**config.mk**
```make
export PLATFORM = sky130hd
export DESIGN_NAME = ebrg_arbiter
export DESIGN_NICKNAME = d
export VERILOG_FILES = /design/src/pkg/ebrg_pkg.sv /design/src/logic/ebrg_sync.sv /design/src/logic/ebrg_arbiter.sv
export SDC_FILE = /design/constraint.sdc
export NUM_CORES = 1
export LEC_CHECK = 0
export ABC_AREA = 1
export BUFFER_PORTS_ARGS = -buffer_cell sky130_fd_sc_hd__buf_2
export CORE_AREA = 5 5 43 45
export DETAILED_ROUTE_END_ITERATION = 12
export DIE_AREA = 0 0 48 50
export PLACE_DENSITY_LB_ADDON = 0.15
export SKIP_CTS_REPAIR_TIMING = 1
export SLEW_MARGIN = 20
export SYNTH_ARGS = -nofsm -noshare
export SYNTH_HDL_FRONTEND = slang
export SYNTH_SLANG_ARGS = --single-unit
```
**constraint.sdc**
```tcl
create_clock -name clk -period 1 [get_ports clk]
set_input_delay 0 -clock clk [delete_from_list [all_inputs] [get_ports clk]]
set_output_delay 0 -clock clk [all_outputs]
set_load 0.01 [all_outputs]
```
**src/pkg/ebrg_pkg.sv**
```systemverilog
// Package for the external bus request/grant block: states and constants.
// Assumes a single 125 MHz clock domain; no software-visible registers.
package ebrg_pkg;

	localparam int unsigned CLK_PERIOD_NS = 8;
	// Longest external access including wait states, in cycles
	localparam int unsigned MAX_ACCESS_CYCLES = 8;
	localparam logic [3:0]  WAIT_CNT_W0       = 4'h0;
	localparam logic [3:0]  WAIT_CNT_MAX      = 4'h7;
	// Active-low levels on the request and grant pins
	localparam logic        PIN_ASSERTED      = 1'b0;
	localparam logic        PIN_IDLE          = 1'b1;
	localparam logic [1:0]  SYNC_RESET        = 2'h3;

	typedef enum logic [3:0] {
		EBRG_OWN     = 4'h1,
		EBRG_ACCESS  = 4'h2,
		EBRG_GRANTED = 4'h4,
		EBRG_RETURN  = 4'h8
	} ebrg_state_type;

endpackage : ebrg_pkg

```
**src/logic/ebrg_sync.sv**
```systemverilog
// Two-stage synchroniser for one level, with a constant reset value.
// Assumes the destination clock is clk; first stage feeds only the second.
`timescale 1ns/1ns
module ebrg_sync #(
	parameter logic RESET_VALUE = 1'b1
) (
	// Clock and reset
	input  wire logic clk,
	input  wire logic rst_n,
	// Level crossing
	input  wire logic din,
	output logic      dout
);

	logic meta_q;

	always_ff @(posedge clk or negedge rst_n) begin
		if (!rst_n) begin
			meta_q <= RESET_VALUE;
			dout   <= RESET_VALUE;
		end else begin
			meta_q <= din;
			dout   <= meta_q;
		end
	end

endmodule : ebrg_sync

```
**src/logic/ebrg_arbiter.sv**
```systemverilog
// External bus request/grant arbiter of the processor memory interface.
// Assumes the core reports access start/end, boot byte progress and stall needs;
// the pad ring combines the output enables with the bus drivers.
`timescale 1ns/1ns
module ebrg_arbiter (
	// Clock and reset
	input  wire logic clk,
	input  wire logic rstn,
	// Variant and mode straps
	input  wire logic old_revision,
	input  wire logic continue_mode,
	// Processor reset and boot status
	input  wire logic core_reset_active,
	input  wire logic boot_active,
	input  wire logic boot_byte_done,
	// Core memory access status
	input  wire logic access_start,
	input  wire logic access_done,
	input  wire logic access_needed,
	// External master
	input  wire logic bus_request_n,
	output logic      bus_grant_n,
	// Bus driver enables, low while driving
	output logic      addr_oe_n,
	output logic      data_oe_n,
	output logic      program_memory_select_oe_n,
	output logic      data_memory_select_oe_n,
	output logic      boot_memory_select_oe_n,
	output logic      read_strobe_oe_n,
	output logic      write_strobe_oe_n,
	// Core control
	output logic      core_halt
);

	typedef struct packed {
		ebrg_pkg::ebrg_state_type state;
		logic                    in_access;
		logic                    boot_byte_open;
		logic                    grant_n;
		logic                    addr_oe_n;
		logic                    data_oe_n;
		logic                    program_memory_select_oe_n;
		logic                    data_memory_select_oe_n;
		logic                    boot_memory_select_oe_n;
		logic                    read_strobe_oe_n;
		logic                    write_strobe_oe_n;
		logic                    halt;
	} ebrg_regs_type;

	ebrg_regs_type r_q;
	ebrg_regs_type r_d;
	// Reset copy kept apart: it must not be cleared by the reset it makes
	logic [1:0]    rst_sync_q;
	logic          rst_n_int;
	logic          req_sync;
	logic          req_seen;
	logic          access_block;
	logic          byte_block;
	logic          may_grant;
	logic          float_req;

	assign rst_n_int = rst_sync_q[1];

	// Newer variant samples the pin through two flops
	ebrg_sync #(
		.RESET_VALUE (ebrg_pkg::PIN_IDLE)
	) u_req_sync (
		.clk   (clk),
		.rst_n (rst_n_int),
		.din   (bus_request_n),
		.dout  (req_sync)
	);

	always_comb begin
		// Old variant takes the pin as already synchronous
		req_seen = old_revision ? (bus_request_n == ebrg_pkg::PIN_ASSERTED)
		                        : (req_sync == ebrg_pkg::PIN_ASSERTED);
		// Done cycle already frees the bus, so grant lands the cycle after
		access_block = r_q.in_access && !access_done;
		byte_block   = boot_active && r_q.boot_byte_open && !boot_byte_done;
		// A starting access wins over a grant in the same cycle
		may_grant = !access_start && !access_block && !byte_block;
	end

	always_comb begin
		r_d       = r_q;
		float_req = r_q.addr_oe_n;
		// Access tracking; a start in the done cycle opens a new access
		if (access_start)
			r_d.in_access = 1'b1;
		else if (access_done)
			r_d.in_access = 1'b0;
		if (boot_active && access_start)
			r_d.boot_byte_open = 1'b1;
		else if (boot_byte_done || !boot_active)
			r_d.boot_byte_open = 1'b0;
		unique case (r_q.state)
			ebrg_pkg::EBRG_OWN: begin
				if (req_seen && !may_grant) begin
					r_d.state = ebrg_pkg::EBRG_ACCESS;
				end else if (req_seen) begin
					// Float, grant and halt together; no halt in continue mode unless the core needs the bus
					r_d.state   = ebrg_pkg::EBRG_GRANTED;
					r_d.grant_n = ebrg_pkg::PIN_ASSERTED;
					float_req   = 1'b1;
					r_d.halt    = !continue_mode || access_needed;
				end
			end
			ebrg_pkg::EBRG_ACCESS: begin
				// Keep driving until the access ends, grant the cycle after
				if (!req_seen) begin
					r_d.state = ebrg_pkg::EBRG_OWN;
				end else if (may_grant) begin
					r_d.state   = ebrg_pkg::EBRG_GRANTED;
					r_d.grant_n = ebrg_pkg::PIN_ASSERTED;
					float_req   = 1'b1;
					r_d.halt    = !continue_mode || access_needed;
				end
			end
			ebrg_pkg::EBRG_GRANTED: begin
				if (!req_seen) begin
					// Release grant and redrive; core resumes where stalled
					r_d.state   = ebrg_pkg::EBRG_RETURN;
					r_d.grant_n = ebrg_pkg::PIN_IDLE;
					float_req   = 1'b0;
					r_d.halt    = 1'b0;
				end else if (!continue_mode || access_needed) begin
					// Stall is sticky: the core waits on it until release
					r_d.halt = 1'b1;
				end
			end
			ebrg_pkg::EBRG_RETURN: begin
				// One owned cycle so a fresh request restarts cleanly
				r_d.state = ebrg_pkg::EBRG_OWN;
			end
			default: begin
				r_d.state   = ebrg_pkg::EBRG_OWN;
				r_d.grant_n = ebrg_pkg::PIN_IDLE;
				float_req   = 1'b0;
				r_d.halt    = 1'b0;
			end
		endcase
		// One flop per enable, so the pads see no gate behind the register
		r_d.addr_oe_n                  = float_req;
		r_d.data_oe_n                  = float_req;
		r_d.program_memory_select_oe_n = float_req;
		r_d.data_memory_select_oe_n    = float_req;
		r_d.boot_memory_select_oe_n    = float_req;
		r_d.read_strobe_oe_n           = float_req;
		r_d.write_strobe_oe_n          = float_req;
		// Core reset clears access tracking, except while granted
		if (core_reset_active && r_q.state != ebrg_pkg::EBRG_GRANTED)
			r_d.in_access = 1'b0;
	end

	always_ff @(posedge clk or negedge rstn) begin
		if (!rstn) begin
			rst_sync_q <= 2'h0;
		end else begin
			rst_sync_q <= {rst_sync_q[0], 1'b1};
		end
	end

	always_ff @(posedge clk or negedge rst_n_int) begin
		if (!rst_n_int) begin
			r_q.state          <= ebrg_pkg::EBRG_OWN;
			r_q.in_access      <= 1'b0;
			r_q.boot_byte_open <= 1'b0;
			r_q.grant_n        <= ebrg_pkg::PIN_IDLE;
			// Drivers are enabled through reset, and any grant is withdrawn
			r_q.addr_oe_n                  <= 1'b0;
			r_q.data_oe_n                  <= 1'b0;
			r_q.program_memory_select_oe_n <= 1'b0;
			r_q.data_memory_select_oe_n    <= 1'b0;
			r_q.boot_memory_select_oe_n    <= 1'b0;
			r_q.read_strobe_oe_n           <= 1'b0;
			r_q.write_strobe_oe_n          <= 1'b0;
			r_q.halt           <= 1'b0;
		end else begin
			r_q.state          <= r_d.state;
			r_q.in_access      <= r_d.in_access;
			r_q.boot_byte_open <= r_d.boot_byte_open;
			r_q.grant_n        <= r_d.grant_n;
			r_q.addr_oe_n                  <= r_d.addr_oe_n;
			r_q.data_oe_n                  <= r_d.data_oe_n;
			r_q.program_memory_select_oe_n <= r_d.program_memory_select_oe_n;
			r_q.data_memory_select_oe_n    <= r_d.data_memory_select_oe_n;
			r_q.boot_memory_select_oe_n    <= r_d.boot_memory_select_oe_n;
			r_q.read_strobe_oe_n           <= r_d.read_strobe_oe_n;
			r_q.write_strobe_oe_n          <= r_d.write_strobe_oe_n;
			r_q.halt           <= r_d.halt;
		end
	end

	// Enables are high (floating) while granted; all straight from flops
	assign bus_grant_n                = r_q.grant_n;
	assign addr_oe_n                  = r_q.addr_oe_n;
	assign data_oe_n                  = r_q.data_oe_n;
	assign program_memory_select_oe_n = r_q.program_memory_select_oe_n;
	assign data_memory_select_oe_n    = r_q.data_memory_select_oe_n;
	assign boot_memory_select_oe_n    = r_q.boot_memory_select_oe_n;
	assign read_strobe_oe_n           = r_q.read_strobe_oe_n;
	assign write_strobe_oe_n          = r_q.write_strobe_oe_n;
	assign core_halt                  = r_q.halt;

endmodule : ebrg_arbiter

```
==> reports/metrics.sh, run 1 <==
CRITICALPATHCATEGORY='flip-flop to flip-flop'
IOS=20
CLK_PATH_BUF_DEPTH=2
POST_DRT_VIA_CELL_RATIO=4.76
FINAL.SETUP.WORST_SLACK_PS=-271
TOTALWIRELENGTH_UM=1330
ANTENNA_FOUND_INITIAL=0
FILLERS=125
SYNTH.LIB_CELLS_USED.DISTINCT=20
FMAX_GHz=0.787
SWITCHING_SHARE_PCT=41.0
DIE-AREA_MM2=0.00240
FP.COREAREA_MM2=0.00144
CP.ARRIVAL_PS=1440
PEAKVDDDROP_mV=1.27
WORSTPATHREQUIRED_PS=1170
DRT_PRE_ANTENNA_ITERS=5
VIAS=604
SYNTH_TOP_CELLS_BY_AREA='sky130_fd_sc_hd__dfrtp_1 (31%), sky130_fd_sc_hd__dfstp_2 (15%), sky130_fd_sc_hd__nand2_1 (9.9%), sky130_fd_sc_hd__buf_4 (6.3%), sky130_fd_sc_hd__inv_1 (4.7%)'
POWER-PER-CELL-AREA_mW_PER_MM2=2500
OUTCOME='finished, violations left'
SEQ_POWER_SHARE_PCT=34.6
HOLD_VIOLATIONS=0
GPL.FINAL_WEIGHTED_CONGESTION=0.785
SYN2LAYOUT_AREA_GROWTH_PCT=27.8
FIN_CELLS=127
POST-ROUTE-DRC-COUNT=0
LARGEST_NET_DEGREE_AT_THE_START_OF_GLOBAL_ROUTING=12
FLOORPLAN.INITIALDENSITY_PCT=50.1
CHIPWIDTH_UM=48
FAILED_CHECKS='setup timing'
CLOCK_SINKS=13
NETLIST_AREA_UM2=719
CTS.ROOT.BUFFER_CELL='sky130_fd_sc_hd__clkbuf_4'
FIN_WORST_SKEW_PS=4.78
FINAL_PERIOD_MINUS_WORST_SETUP_SLACK_PS=1270
YS_FF_LATCH=13
SETUP_TOTAL_NEGATIVE_SLACK_PS=-1600
POSTSYNTHCELLCOUNT=84
WIRE_PER_INST_UM=10.5
POST_SYNTH.CELL_AREA_AVG_UM2=8.56
GRT_PASS1_WL_UM=2180
HOLD_PATH_CLASS='input pin to flip-flop'
IO_BUFFER_COUNT=19
SYN-NUM-NETS=95
HOLD_SLACK_PS=10.4
INTPOWER_mW=1.36
FLOORPLAN.ROWS=14
GRT_PASS1_VIAS=536
PLACE.DETAILED.HPWL_UM=1010
CTS_MADE_BUFFERS=3
NUM-NETS-FINAL=123
POWER_SWITCHING_mW=0.942
CRIT_PATH_MAX_FANOUT=4
WORSTSETUPENDPOINTTYPE='flip-flop'
RSZ0062_AT_GRT='true'
CTS_TREE='yes'
POWER.LEAKAGE_nW=0.511
INSERTEDDIODECOUNT=0
DRT-INITIAL-DRC-COUNT=2
FINAL_UTIL_PCT=64.0
YOSYSSEQAREASHARE_PCT=45.9
TIMING_MAX_TRANSITION_VIOLATIONS_FINAL=0
WORST_SETUP_HOLD_PATH_CLK_SLEW_PS=80
STARTPOINT_TYPE='flip-flop'
DPL.CELL_COUNT=118
TIMING.FINAL.CRIT_SHARE_PCT=127
WORST_SKEW_PAIR.LATE_LATENCY_PS=270
CTSHTREEMAXLEVEL=1
YOSYS_WARNINGS=0
CLOCK_POWER_SHARE_PCT=14.0
DIE_HEIGHT_UM=50
GRT.OVERFLOW.TOTAL=0
POWER.SHARE.COMBINATIONAL_PCT=51.5
FINAL_LAYOUT_SIZE_SUFFIX_GT1_SHARE_PCT=51.4
GRT_USE_TOTAL_PCT=12.7
SYNTH_LARGEST_AREA_CELL='sky130_fd_sc_hd__dfrtp_1'
FINALSETUPVIOLCOUNT=8
DRV_CAP=0
NETLIST.AREA_LEADER.SHARE_PCT=31.3
DETAIL-ROUTE-ANTENNA-NETS=0
synthesized netlist by cell type:
master,number
sky130_fd_sc_hd__nand2_1,19
sky130_fd_sc_hd__dfrtp_1,9
sky130_fd_sc_hd__inv_1,9
sky130_fd_sc_hd__buf_4,6
sky130_fd_sc_hd__nand3_1,6
sky130_fd_sc_hd__inv_2,5
sky130_fd_sc_hd__nand2_2,5
sky130_fd_sc_hd__dfstp_2,4
sky130_fd_sc_hd__nor2_1,4
sky130_fd_sc_hd__nand2_4,3
sky130_fd_sc_hd__nor2_4,3
sky130_fd_sc_hd__nand4_1,2
sky130_fd_sc_hd__nor2_2,2
sky130_fd_sc_hd__a22oi_1,1
sky130_fd_sc_hd__conb_1,1
sky130_fd_sc_hd__nand3_2,1
sky130_fd_sc_hd__nand3b_1,1
sky130_fd_sc_hd__o21a_2,1
sky130_fd_sc_hd__o21ai_0,1
sky130_fd_sc_hd__o21ai_2,1
area by class of cell:
cell class,instances,area [um2],share of cell area (%)
clock buffers,4,26.3,2.86
inverters,14,52.6,5.71
multi-input cells,51,308,33.5
repair buffers,29,183,19.9
well taps,16,20.0,2.18
flip-flops and latches,13,330,35.9
state kept, by name, summed over array words and instances (netlist names):
signal             flops
bus_grant_n            1
core_halt              1
r_q                    6
rst_sync_q             2
u_req_sync.dout        1
u_req_sync.meta_q      1
write_strobe_oe_n      1
stage by stage:
stage | worst slack, ps | instance area (um2) | power (mW)
6_report | -271 | 920 | 2.30
5_1_grt | -351 | 920 | 2.51
4_1_cts | -284 | 865 | 2.29
3_5_place_dp | -275 | 838 | 1.97
3_3_place_gp | -272 | 838 | 1.95
2_1_floorplan | -217 | 731 | 1.74
layer usage:
| metal | GRT usage [%] | wire length [um] | vias to the layer above | part of all wire [%] |
|---|---|---|---|---|
| li1 | - | - | 302 | - |
| met5 | 0 | 0 | - | 0 |
| met1 | 16.6 | 548 | 275 | 41 |
| met3 | 2.55 | 95 | 5 | 7.1 |
| met4 | 6.73 | 34 | 0 | 2.6 |
| met2 | 18.9 | 651 | 22 | 49 |
cells in the final DEF, fill, tap and decap left out, types with 5 or more instances in the layout:
| cell | n |
|---|---|
| sky130_fd_sc_hd__buf_2 | 19 |
| sky130_fd_sc_hd__buf_4 | 5 |
| sky130_fd_sc_hd__dfrtp_1 | 9 |
| sky130_fd_sc_hd__dlygate4sd3_1 | 5 |
| sky130_fd_sc_hd__inv_1 | 8 |
| sky130_fd_sc_hd__inv_2 | 6 |
| sky130_fd_sc_hd__nand2_1 | 17 |
| sky130_fd_sc_hd__nand2_2 | 7 |
| sky130_fd_sc_hd__nand3_1 | 6 |
cell families (layout without fill, tap and decap cells):
group           Yosys count  count (layout)  synth area share (%)
flops                    13              13                  45.9
other cells               1               1                 0.521
compound gates            4               4                  4.17
simple gates             46              46                  35.8
buf+inv                  20              47                  13.6
path summary, 6_finish.rpt:
path | start | end | slack [ps] | depth (start not counted)
max | u_req_sync.dout | core_halt | -270 | 8
min | access_start | r_q[10] | 10 | 3
max reg2reg | u_req_sync.dout | core_halt | -270 | 8
min reg2reg | rst_sync_q[1] | r_q[10] | 180 | 0
max in group asynchronous | rst_sync_q[1] | r_q[11] | 480 | 0
min in group asynchronous | rstn | rst_sync_q[1] | 20 | 2
worst max-delay path: stages, from the launching register on:
cell                      delay, ps
sky130_fd_sc_hd__dfstp_2        530
sky130_fd_sc_hd__inv_2           40
sky130_fd_sc_hd__o21a_4         200
sky130_fd_sc_hd__nand2_4         80
sky130_fd_sc_hd__nor2_2          40
sky130_fd_sc_hd__nor2_2         110
sky130_fd_sc_hd__nand2_1         60
sky130_fd_sc_hd__nand2_1         50
sky130_fd_sc_hd__nand2_1         50
power by group through the flow:
stage               sequential, mW  clock, mW  combinational, mW
floorplan                    0.831          0              0.911
global placement             0.798          0               1.15
detailed placement           0.807          0               1.16
CTS                          0.797      0.324               1.16
global route                 0.827      0.356               1.33
finish                       0.795      0.321               1.18
Note: power is estimated with default switching activity, not from simulation.
==> run 2, diff against run 1 <==
Settings changed: ABC_AREA 1 to 0, CORE_AREA 5 5 43 45 to 5 5 42 44, DIE_AREA 0 0 48 50 to 0 0 47 49.
==> run 2 against run 1 <==
  * Non-clock buffer count increased by 2
  * Final area decreased by 2.2%
  * Largest cell class unchanged
  * First-iteration DRC count grew 100%
  * Register-to-register slack got worse by 70 ps
  * Combinational power down 12%
  * Maximum frequency decreased by 5.4%
  * The flow still finishes with violations (setup timing)
  * Clock power is essentially flat
  * Core utilization grew 0.17 points
  * Global-route usage increased by 1.2 points
==> reports/metrics.sh, run 2 <==
DOMINANTREGCELLSYNTH='sky130_fd_sc_hd__dfrtp_1'
DRT-INITIAL-DRC-COUNT=4  # +2
MOST-COMMON-LAYOUT-CELLS='sky130_fd_sc_hd__buf_2 (19), sky130_fd_sc_hd__dfrtp_1 (9), sky130_fd_sc_hd__buf_4 (7)'
CTS_TREE='yes'
HOLD_PATH_CLASS='input pin to flip-flop'
YOSYS_WARNINGS=0  # unchanged
SYNTH_TOP_CELLS_BY_AREA='sky130_fd_sc_hd__dfrtp_1 (34%), sky130_fd_sc_hd__dfstp_2 (16%), sky130_fd_sc_hd__buf_4 (6.8%), sky130_fd_sc_hd__nor2b_1 (4.7%), sky130_fd_sc_hd__a21oi_1 (4.5%)'
POST_DRT_VIA_CELL_RATIO=4.97  # +4.5%
GPL.FINAL_WEIGHTED_CONGESTION=0.761  # -3.0%
LAYOUT_TOP_REGISTERS='r_q x6, rst_sync_q x2'
CRIT-REG2REG-CAPTURE='core_halt'
FAILED_CHECKS='setup timing'
CRITICALPATHCATEGORY='flip-flop to flip-flop'
HOLD_VIOLATIONS=0  # unchanged
ANTENNA_FOUND_INITIAL=0  # unchanged
FLOORPLAN.INITIALDENSITY_PCT=47.1  # -2.9 points
YOSYS.CELL_COUNT.TOP_TYPE='sky130_fd_sc_hd__dfrtp_1'
FINAL_PERIOD_MINUS_WORST_SETUP_SLACK_PS=1340  # +72.6 ps
DRV_CAP=0  # unchanged
FP.COREAREA_MM2=0.00140  # -2.4%
CPMAXSTAGEDELAYCELL='sky130_fd_sc_hd__dfstp_2'
SYNTH_ASYNC_SR_FLOP_SHARE_PCT=100  # unchanged
POST_SYNTH.CELL_AREA_AVG_UM2=11.0  # +29%
CRITICAL_PATH_CELL_BY_CELL='xnor2_1 -> or3_4 -> o31a_4 -> nor3b_2'
FIN_WORST_SKEW_PS=3.78  # -1.00 ps
FIN_TOTAL_PWR_mW=2.15  # -6.5%
HOLD_SLACK_PS=24.2  # +13.8 ps
WORST_SETUP_HOLD_PATH_CLK_SLEW_PS=80  # about the same
FINALSETUPVIOLCOUNT=8  # unchanged
IO_BUFFER_COUNT=19  # unchanged
WIRE_PER_INST_UM=13.2  # +26%
DRT_PRE_ANTENNA_ITERS=4  # -1
FINAL_LAYOUT_SIZE_SUFFIX_GT1_SHARE_PCT=47.7  # -3.6 points
WORST_SKEW_PAIR.LATE_LATENCY_PS=270  # about the same
LARGEST_REGISTER_FFS=6  # unchanged
DETAILED_PLACE.AREA_UM2=788  # -6.0%
NETLIST_AREA_UM2=661  # -8.2%
YOSYSSEQAREASHARE_PCT=50.0  # +4.1 points
POSTSYNTHCELLCOUNT=60  # -29%
POST-ROUTE-DRC-COUNT=0  # unchanged
TIMING.FINAL.CRIT_SHARE_PCT=134  # +7.3 points
STARTPOINT_TYPE='flip-flop'
POWER-PER-CELL-AREA_mW_PER_MM2=2390  # -4.4%
WORSTHOLDSTART='access_start'
PRECTSSETUPSLACK_PS=-374  # -98.7 ps
SYNTH_EDF_COUNT=0  # unchanged
CLK_PATH_BUF_DEPTH=2  # unchanged
CHIPWIDTH_UM=47  # -2.1%
DIE_HEIGHT_UM=49  # -2.0%
DETAIL-ROUTE-ANTENNA-NETS=0  # unchanged
LARGEST_NET_DEGREE_AT_THE_START_OF_GLOBAL_ROUTING=12  # unchanged
CRIT_PATH_MAX_FANOUT=4  # unchanged
SYNTH.LIB_CELLS_USED.DISTINCT=27  # +35%
WORST-R2R-SETUP-SLACK_PS=-340  # -70 ps
FILLERS=130  # +4.0%
CTS_MADE_BUFFERS=3  # unchanged
CTSHTREEMAXLEVEL=1  # unchanged
YS_FF_LATCH=13  # unchanged
FINAL.SETUP.WORST_SLACK_PS=-343  # -72.6 ps
FINAL_COMMON_CELL='sky130_fd_sc_hd__buf_2'
FMAX_GHz=0.744  # -5.4%
TIMING_MAX_TRANSITION_VIOLATIONS_FINAL=0  # unchanged
OUTCOME='finished, violations left'
WORST-R2R-CELL-COUNT=4  # -4
GRT.OVERFLOW.TOTAL=0  # unchanged
NETLIST.AREA_LEADER.SHARE_PCT=34.1  # +2.8 points
WORSTPATHREQUIRED_PS=1200  # +30 ps
R2R_START='r_q[11]'
GRT_USE_TOTAL_PCT=13.9  # +1.2 points
VIAS=517  # -14%
FINAL_CELL_AREA_UM2=900  # -2.2%
RSZ0062_AT_GRT='true'
WORSTSETUPENDPOINT='core_halt'
GRT_PASS1_VIAS=514  # -4.1%
SYNTH_COMMONEST_CELLS='sky130_fd_sc_hd__dfrtp_1 (9), sky130_fd_sc_hd__a21oi_1 (6), sky130_fd_sc_hd__buf_4 (6), sky130_fd_sc_hd__nor2b_1 (5)'
SYNTH_LARGEST_AREA_CELL='sky130_fd_sc_hd__dfrtp_1'
GRT_PASS1_WL_UM=2290  # +5.0%
SYN-NUM-NETS=71  # -25%
WORST_SETUP_PATH_START='r_q[11]'
CTS.ROOT.BUFFER_CELL='sky130_fd_sc_hd__clkbuf_4'
REGISTERS.TOP_BY_FF_COUNT='r_q'
POWER.LEAKAGE_nW=0.428  # -16%
INSERTEDDIODECOUNT=0  # unchanged
DIE-AREA_MM2=0.00230  # -4.0%
IOS=20  # unchanged
SYN2LAYOUT_AREA_GROWTH_PCT=36.2
WORSTSETUPENDPOINTTYPE='flip-flop'
TOTALWIRELENGTH_UM=1380  # +3.5%
FLOORPLAN.ROWS=14  # unchanged
CRITICAL_PATH.MAX_STAGE_DELAY_PS=540  # about the same
NUM-NETS-FINAL=100  # -19%
PEAKVDDDROP_mV=1.21  # -4.8%
CLOCK_SINKS=13  # unchanged
CP.ARRIVAL_PS=1550  # +110 ps
## run 2: metal layers
metal	track usage [%]	share of wire, %	wire, um	vias up
met3	2.21	3.2	44	5
li1	-	-	-	259
met1	19.3	46	632	244
met4	9.68	3.1	42	0
met5	0	0	0	-
met2	19.0	48	656	9
## run 2: worst min-delay path by stage
stage | to | slack (ps) | depth (start not counted)
after CTS | rst_sync_q[0] | -510 | 1
after global placement | rst_sync_q[1] | -220 | 1
final | r_q[9] | 20 | 2
after floorplan | rst_sync_q[0] | -300 | 0
after detailed placement | rst_sync_q[0] | -210 | 1
after global routing | rst_sync_q[0] | 40 | 2
## run 2: kinds of logic after synthesis
group / Yosys count / share of synthesized area (%)
and+or+nand+nor: 23 / 22.0
DFF: 13 / 50.0
AOI/OAI and AO/OA: 12 / 12.5
buffers and inverters: 7 / 8.52
xor gates and xnor gates: 2 / 2.65
muxes: 2 / 3.79
other: 1 / 0.568
## run 2: area by class of cell
class | count | area [um2] | share of cell area [%]
multi-input cells | 40 | 324 | 36.0
well taps | 16 | 20.0 | 2.23
flip-flops and latches | 13 | 330 | 36.7
repair buffers | 31 | 199 | 22.1
clock buffers | 4 | 26.3 | 2.92
## run 2: where the power goes
| part | internal, mW | total (mW) | switching (mW) |
|---|---|---|---|
| clock | 0.155 | 0.322 | 0.167 |
| combinational | 0.541 | 1.04 | 0.495 |
| sequential | 0.674 | 0.792 | 0.119 |
## run 2: critical path, delay by kind of cell, from the launching register on
| kind | cells | cell delay [ps] |
|---|---|---|
| flops | 1 | 540 |
| simple gates | 2 | 530 |
| compound gates | 1 | 140 |
| xor+xnor | 1 | 60 |
## run 2: through the flow
stage                     cells  util [%]  TNS [ps]
after global placement       96      56.3     -1830
after detailed placement     96      56.3     -1890
final                       104      64.2     -1980
after CTS                   100      58.1     -2030
after floorplan              60         -     -1730
after global routing        104      64.2     -2410
==> run 3, diff against run 2 <==
Settings changed: PLACE_DENSITY set to 0.84, PLACE_DENSITY_LB_ADDON 0.15 to not set.
==> run 3 against run 2 <==
  * Critical path depth unchanged
  * First-iteration DRC count unchanged
  * The flow still finishes with violations (setup timing)
  * Setup slack got worse by 24 ps
  * Sequential share of layout area is 0.40 points lower
  * Count of clock-buffer cells in the layout is the same
  * Total power rose by 1.2%
  * Core utilization rose by 0.71 points
  * Highest routed layer unchanged
  * Sequential power barely moved
==> reports/metrics.sh, run 3 (synthesized netlist as in run 2, its figures left out) <==
CP_NUM_BUF_INV=0  # unchanged
CLOCK_SINKS=13  # unchanged
POST_DRT_VIA_CELL_RATIO=5.02  # +0.96%
DETAIL-ROUTE-ANTENNA-NETS=0  # unchanged
WHS_PATH_DEPTH=2  # unchanged
FINALSETUPVIOLCOUNT=8  # unchanged
INTPOWER_mW=1.38  # +0.49%
DRT_PRE_ANTENNA_ITERS=4  # unchanged
DIE_HEIGHT_UM=49  # unchanged
FILLERS=115  # -12%
CTS_TREE='yes'
CRITICAL_PATH_CELL_BY_CELL='xnor2_1 -> or3_4 -> o31ai_4 -> nor3b_2'
POWER_SWITCHING_mW=0.799  # +2.3%
CP.ARRIVAL_PS=1530  # -20 ps
GRT_PASS1_VIAS=563  # +9.5%
SWITCHING_SHARE_PCT=36.7  # +0.42 points
CRITICAL_PATH.MAX_STAGE_DELAY_PS=540  # about the same
WIRE_PER_INST_UM=13.1  # -1.3%
FAILED_CHECKS='setup timing'
STARTPOINT_TYPE='flip-flop'
TOTALWIRELENGTH_UM=1370  # -0.36%
CP_TOP_FAMILY='flip-flops'
SETUP_TOTAL_NEGATIVE_SLACK_PS=-1890  # +81.6 ps
OUTCOME='finished, violations left'
DRV_CAP=0  # unchanged
FINAL.SETUP.WORST_SLACK_PS=-368  # -24.3 ps
DPL.CELL_COUNT=97  # +1.0%
CPMAXSTAGEDELAYCELL='sky130_fd_sc_hd__dfstp_2'
LAYOUT_TOP_REGISTERS='r_q x6, rst_sync_q x2'
MOST-COMMON-LAYOUT-CELLS='sky130_fd_sc_hd__buf_2 (19), sky130_fd_sc_hd__dfrtp_1 (9), sky130_fd_sc_hd__buf_4 (8)'
GRT_PASS1_WL_UM=2390  # +4.2%
CRITICALPATHCATEGORY='flip-flop to flip-flop'
LARGEST_NET_DEGREE_AT_THE_START_OF_GLOBAL_ROUTING=12  # unchanged
PEAKVDDDROP_mV=1.30  # +7.4%
GRT_USE_TOTAL_PCT=14.1  # +0.15 points
FINAL_LAYOUT_SIZE_SUFFIX_GT1_SHARE_PCT=51.7  # +4.0 points
WORST_SKEW_PAIR.LATE_LATENCY_PS=270  # about the same
POWER-PER-CELL-AREA_mW_PER_MM2=2390  # about the same
FIN_WORST_SKEW_PS=7.81  # +4.04 ps
CTSHTREEMAXLEVEL=1  # unchanged
POWER.SHARE.COMBINATIONAL_PCT=48.8  # +0.6 points
TIMING_MAX_TRANSITION_VIOLATIONS_FINAL=0  # unchanged
INSERTEDDIODECOUNT=0  # unchanged
POWER.LEAKAGE_nW=0.439  # +2.6%
VIAS=527  # +1.9%
GPL.FINAL_WEIGHTED_CONGESTION=0.782  # +2.8%
HOLD_VIOLATIONS=0  # unchanged
NUM-NETS-FINAL=101  # +1.0%
GRT.OVERFLOW.TOTAL=0  # unchanged
WORST_SETUP_HOLD_PATH_CLK_SLEW_PS=90  # about the same
CHIPWIDTH_UM=47  # unchanged
WORSTPATHREQUIRED_PS=1160  # -40 ps
CRIT_PATH_MAX_FANOUT=4  # unchanged
POST-ROUTE-DRC-COUNT=0  # unchanged
TIMING.FINAL.CRIT_SHARE_PCT=137  # +2.4 points
ANTENNA_FOUND_INITIAL=0  # unchanged
RSZ0062_AT_GRT='true'
IOS=20  # unchanged
SYN2LAYOUT_AREA_GROWTH_PCT=37.7
PLACE.DETAILED.HPWL_UM=1030
WORSTHOLDSTART='access_start'
LARGEST_REGISTER_FFS=6  # unchanged
FIN_CELLS=105  # +0.96%
FMAX_GHz=0.731  # -1.8%
SEQ_POWER_SHARE_PCT=36.5  # -0.4 points
WORST-R2R-SETUP-SLACK_PS=-370  # -20 ps
FP.COREAREA_MM2=0.00140  # unchanged
CLK_PATH_BUF_DEPTH=2  # unchanged
PRECTSSETUPSLACK_PS=-364  # +9.97 ps
IO_BUFFER_COUNT=19  # unchanged
CLOCK_POWER_SHARE_PCT=14.7  # -0.3 points
FINAL_PERIOD_MINUS_WORST_SETUP_SLACK_PS=1370  # +24.3 ps
WORST-R2R-CELL-COUNT=4  # unchanged
WORSTSETUPENDPOINTTYPE='flip-flop'
FLOORPLAN.ROWS=14  # unchanged
CRIT-REG2REG-CAPTURE='core_halt'
FLOORPLAN.INITIALDENSITY_PCT=47.1  # unchanged
HOLD_PATH_CLASS='input pin to flip-flop'
MIN_DELAY_WORST_ENDPOINT='r_q[9]'
FINAL_COMMON_CELL='sky130_fd_sc_hd__buf_2'
R2R_START='r_q[11]'
DIE-AREA_MM2=0.00230  # unchanged
CTS.ROOT.BUFFER_CELL='sky130_fd_sc_hd__clkbuf_4'
REGISTERS.TOP_BY_FF_COUNT='r_q'
DRT-INITIAL-DRC-COUNT=4  # unchanged
CTS_MADE_BUFFERS=3  # unchanged
run 3: changes by cell type in the layout (fill, tap and decap cells not counted), sizes merged:
cell,delta
buf,+1
run 3: layout make-up:
cell class                      count  area (um2)  share of cell area, %
Tap cell                           16        20.0                   2.20
Multi-Input combinational cell     40         327                   35.9
Clock buffer                        4        26.3                   2.89
Sequential cell                    13         330                   36.3
Timing Repair Buffer               32         206                   22.7
run 3: worst max-delay path by stage:
stage                    start        end  slack [ps]  cells past startpoint
2_1_floorplan          r_q[11]  core_halt        -410                      5
3_3_place_gp   u_req_sync.dout  core_halt        -340                      5
3_5_place_dp           r_q[11]  core_halt        -360                      4
4_1_cts        u_req_sync.dout  core_halt        -380                      5
5_1_grt        u_req_sync.dout  core_halt        -410                      5
6_report               r_q[11]  core_halt        -370                      4
run 3: per-stage QoR:
| step | cell area [um2] | hold WS, ps | power [mW] | utilization, % |
|---|---|---|---|---|
| after floorplan | 669 | -296 | 1.56 | - |
| after global placement | 796 | -214 | 1.73 | 56.8 |
| after detailed placement | 796 | -213 | 1.77 | 56.8 |
| after CTS | 822 | -506 | 2.09 | 58.7 |
| after global routing | 910 | 20.3 | 2.32 | 64.9 |
| final | 910 | 5.32 | 2.17 | 64.9 |
run 3: power by group through the flow:
stage	clock, mW	sequential (mW)	combinational, mW
finish	0.320	0.793	1.06
global route	0.359	0.816	1.15
CTS	0.327	0.796	0.966
detailed placement	0	0.806	0.966
global placement	0	0.794	0.934
floorplan	0	0.828	0.733
run 3: metal layers:
layer,part of all wire [%],up-vias,global-route usage [%]
met3,3.2,2,2.21
li1,-,259,-
met2,56,8,22.9
met1,40,258,17.3
met5,0,-,0
met4,1.3,0,6.91
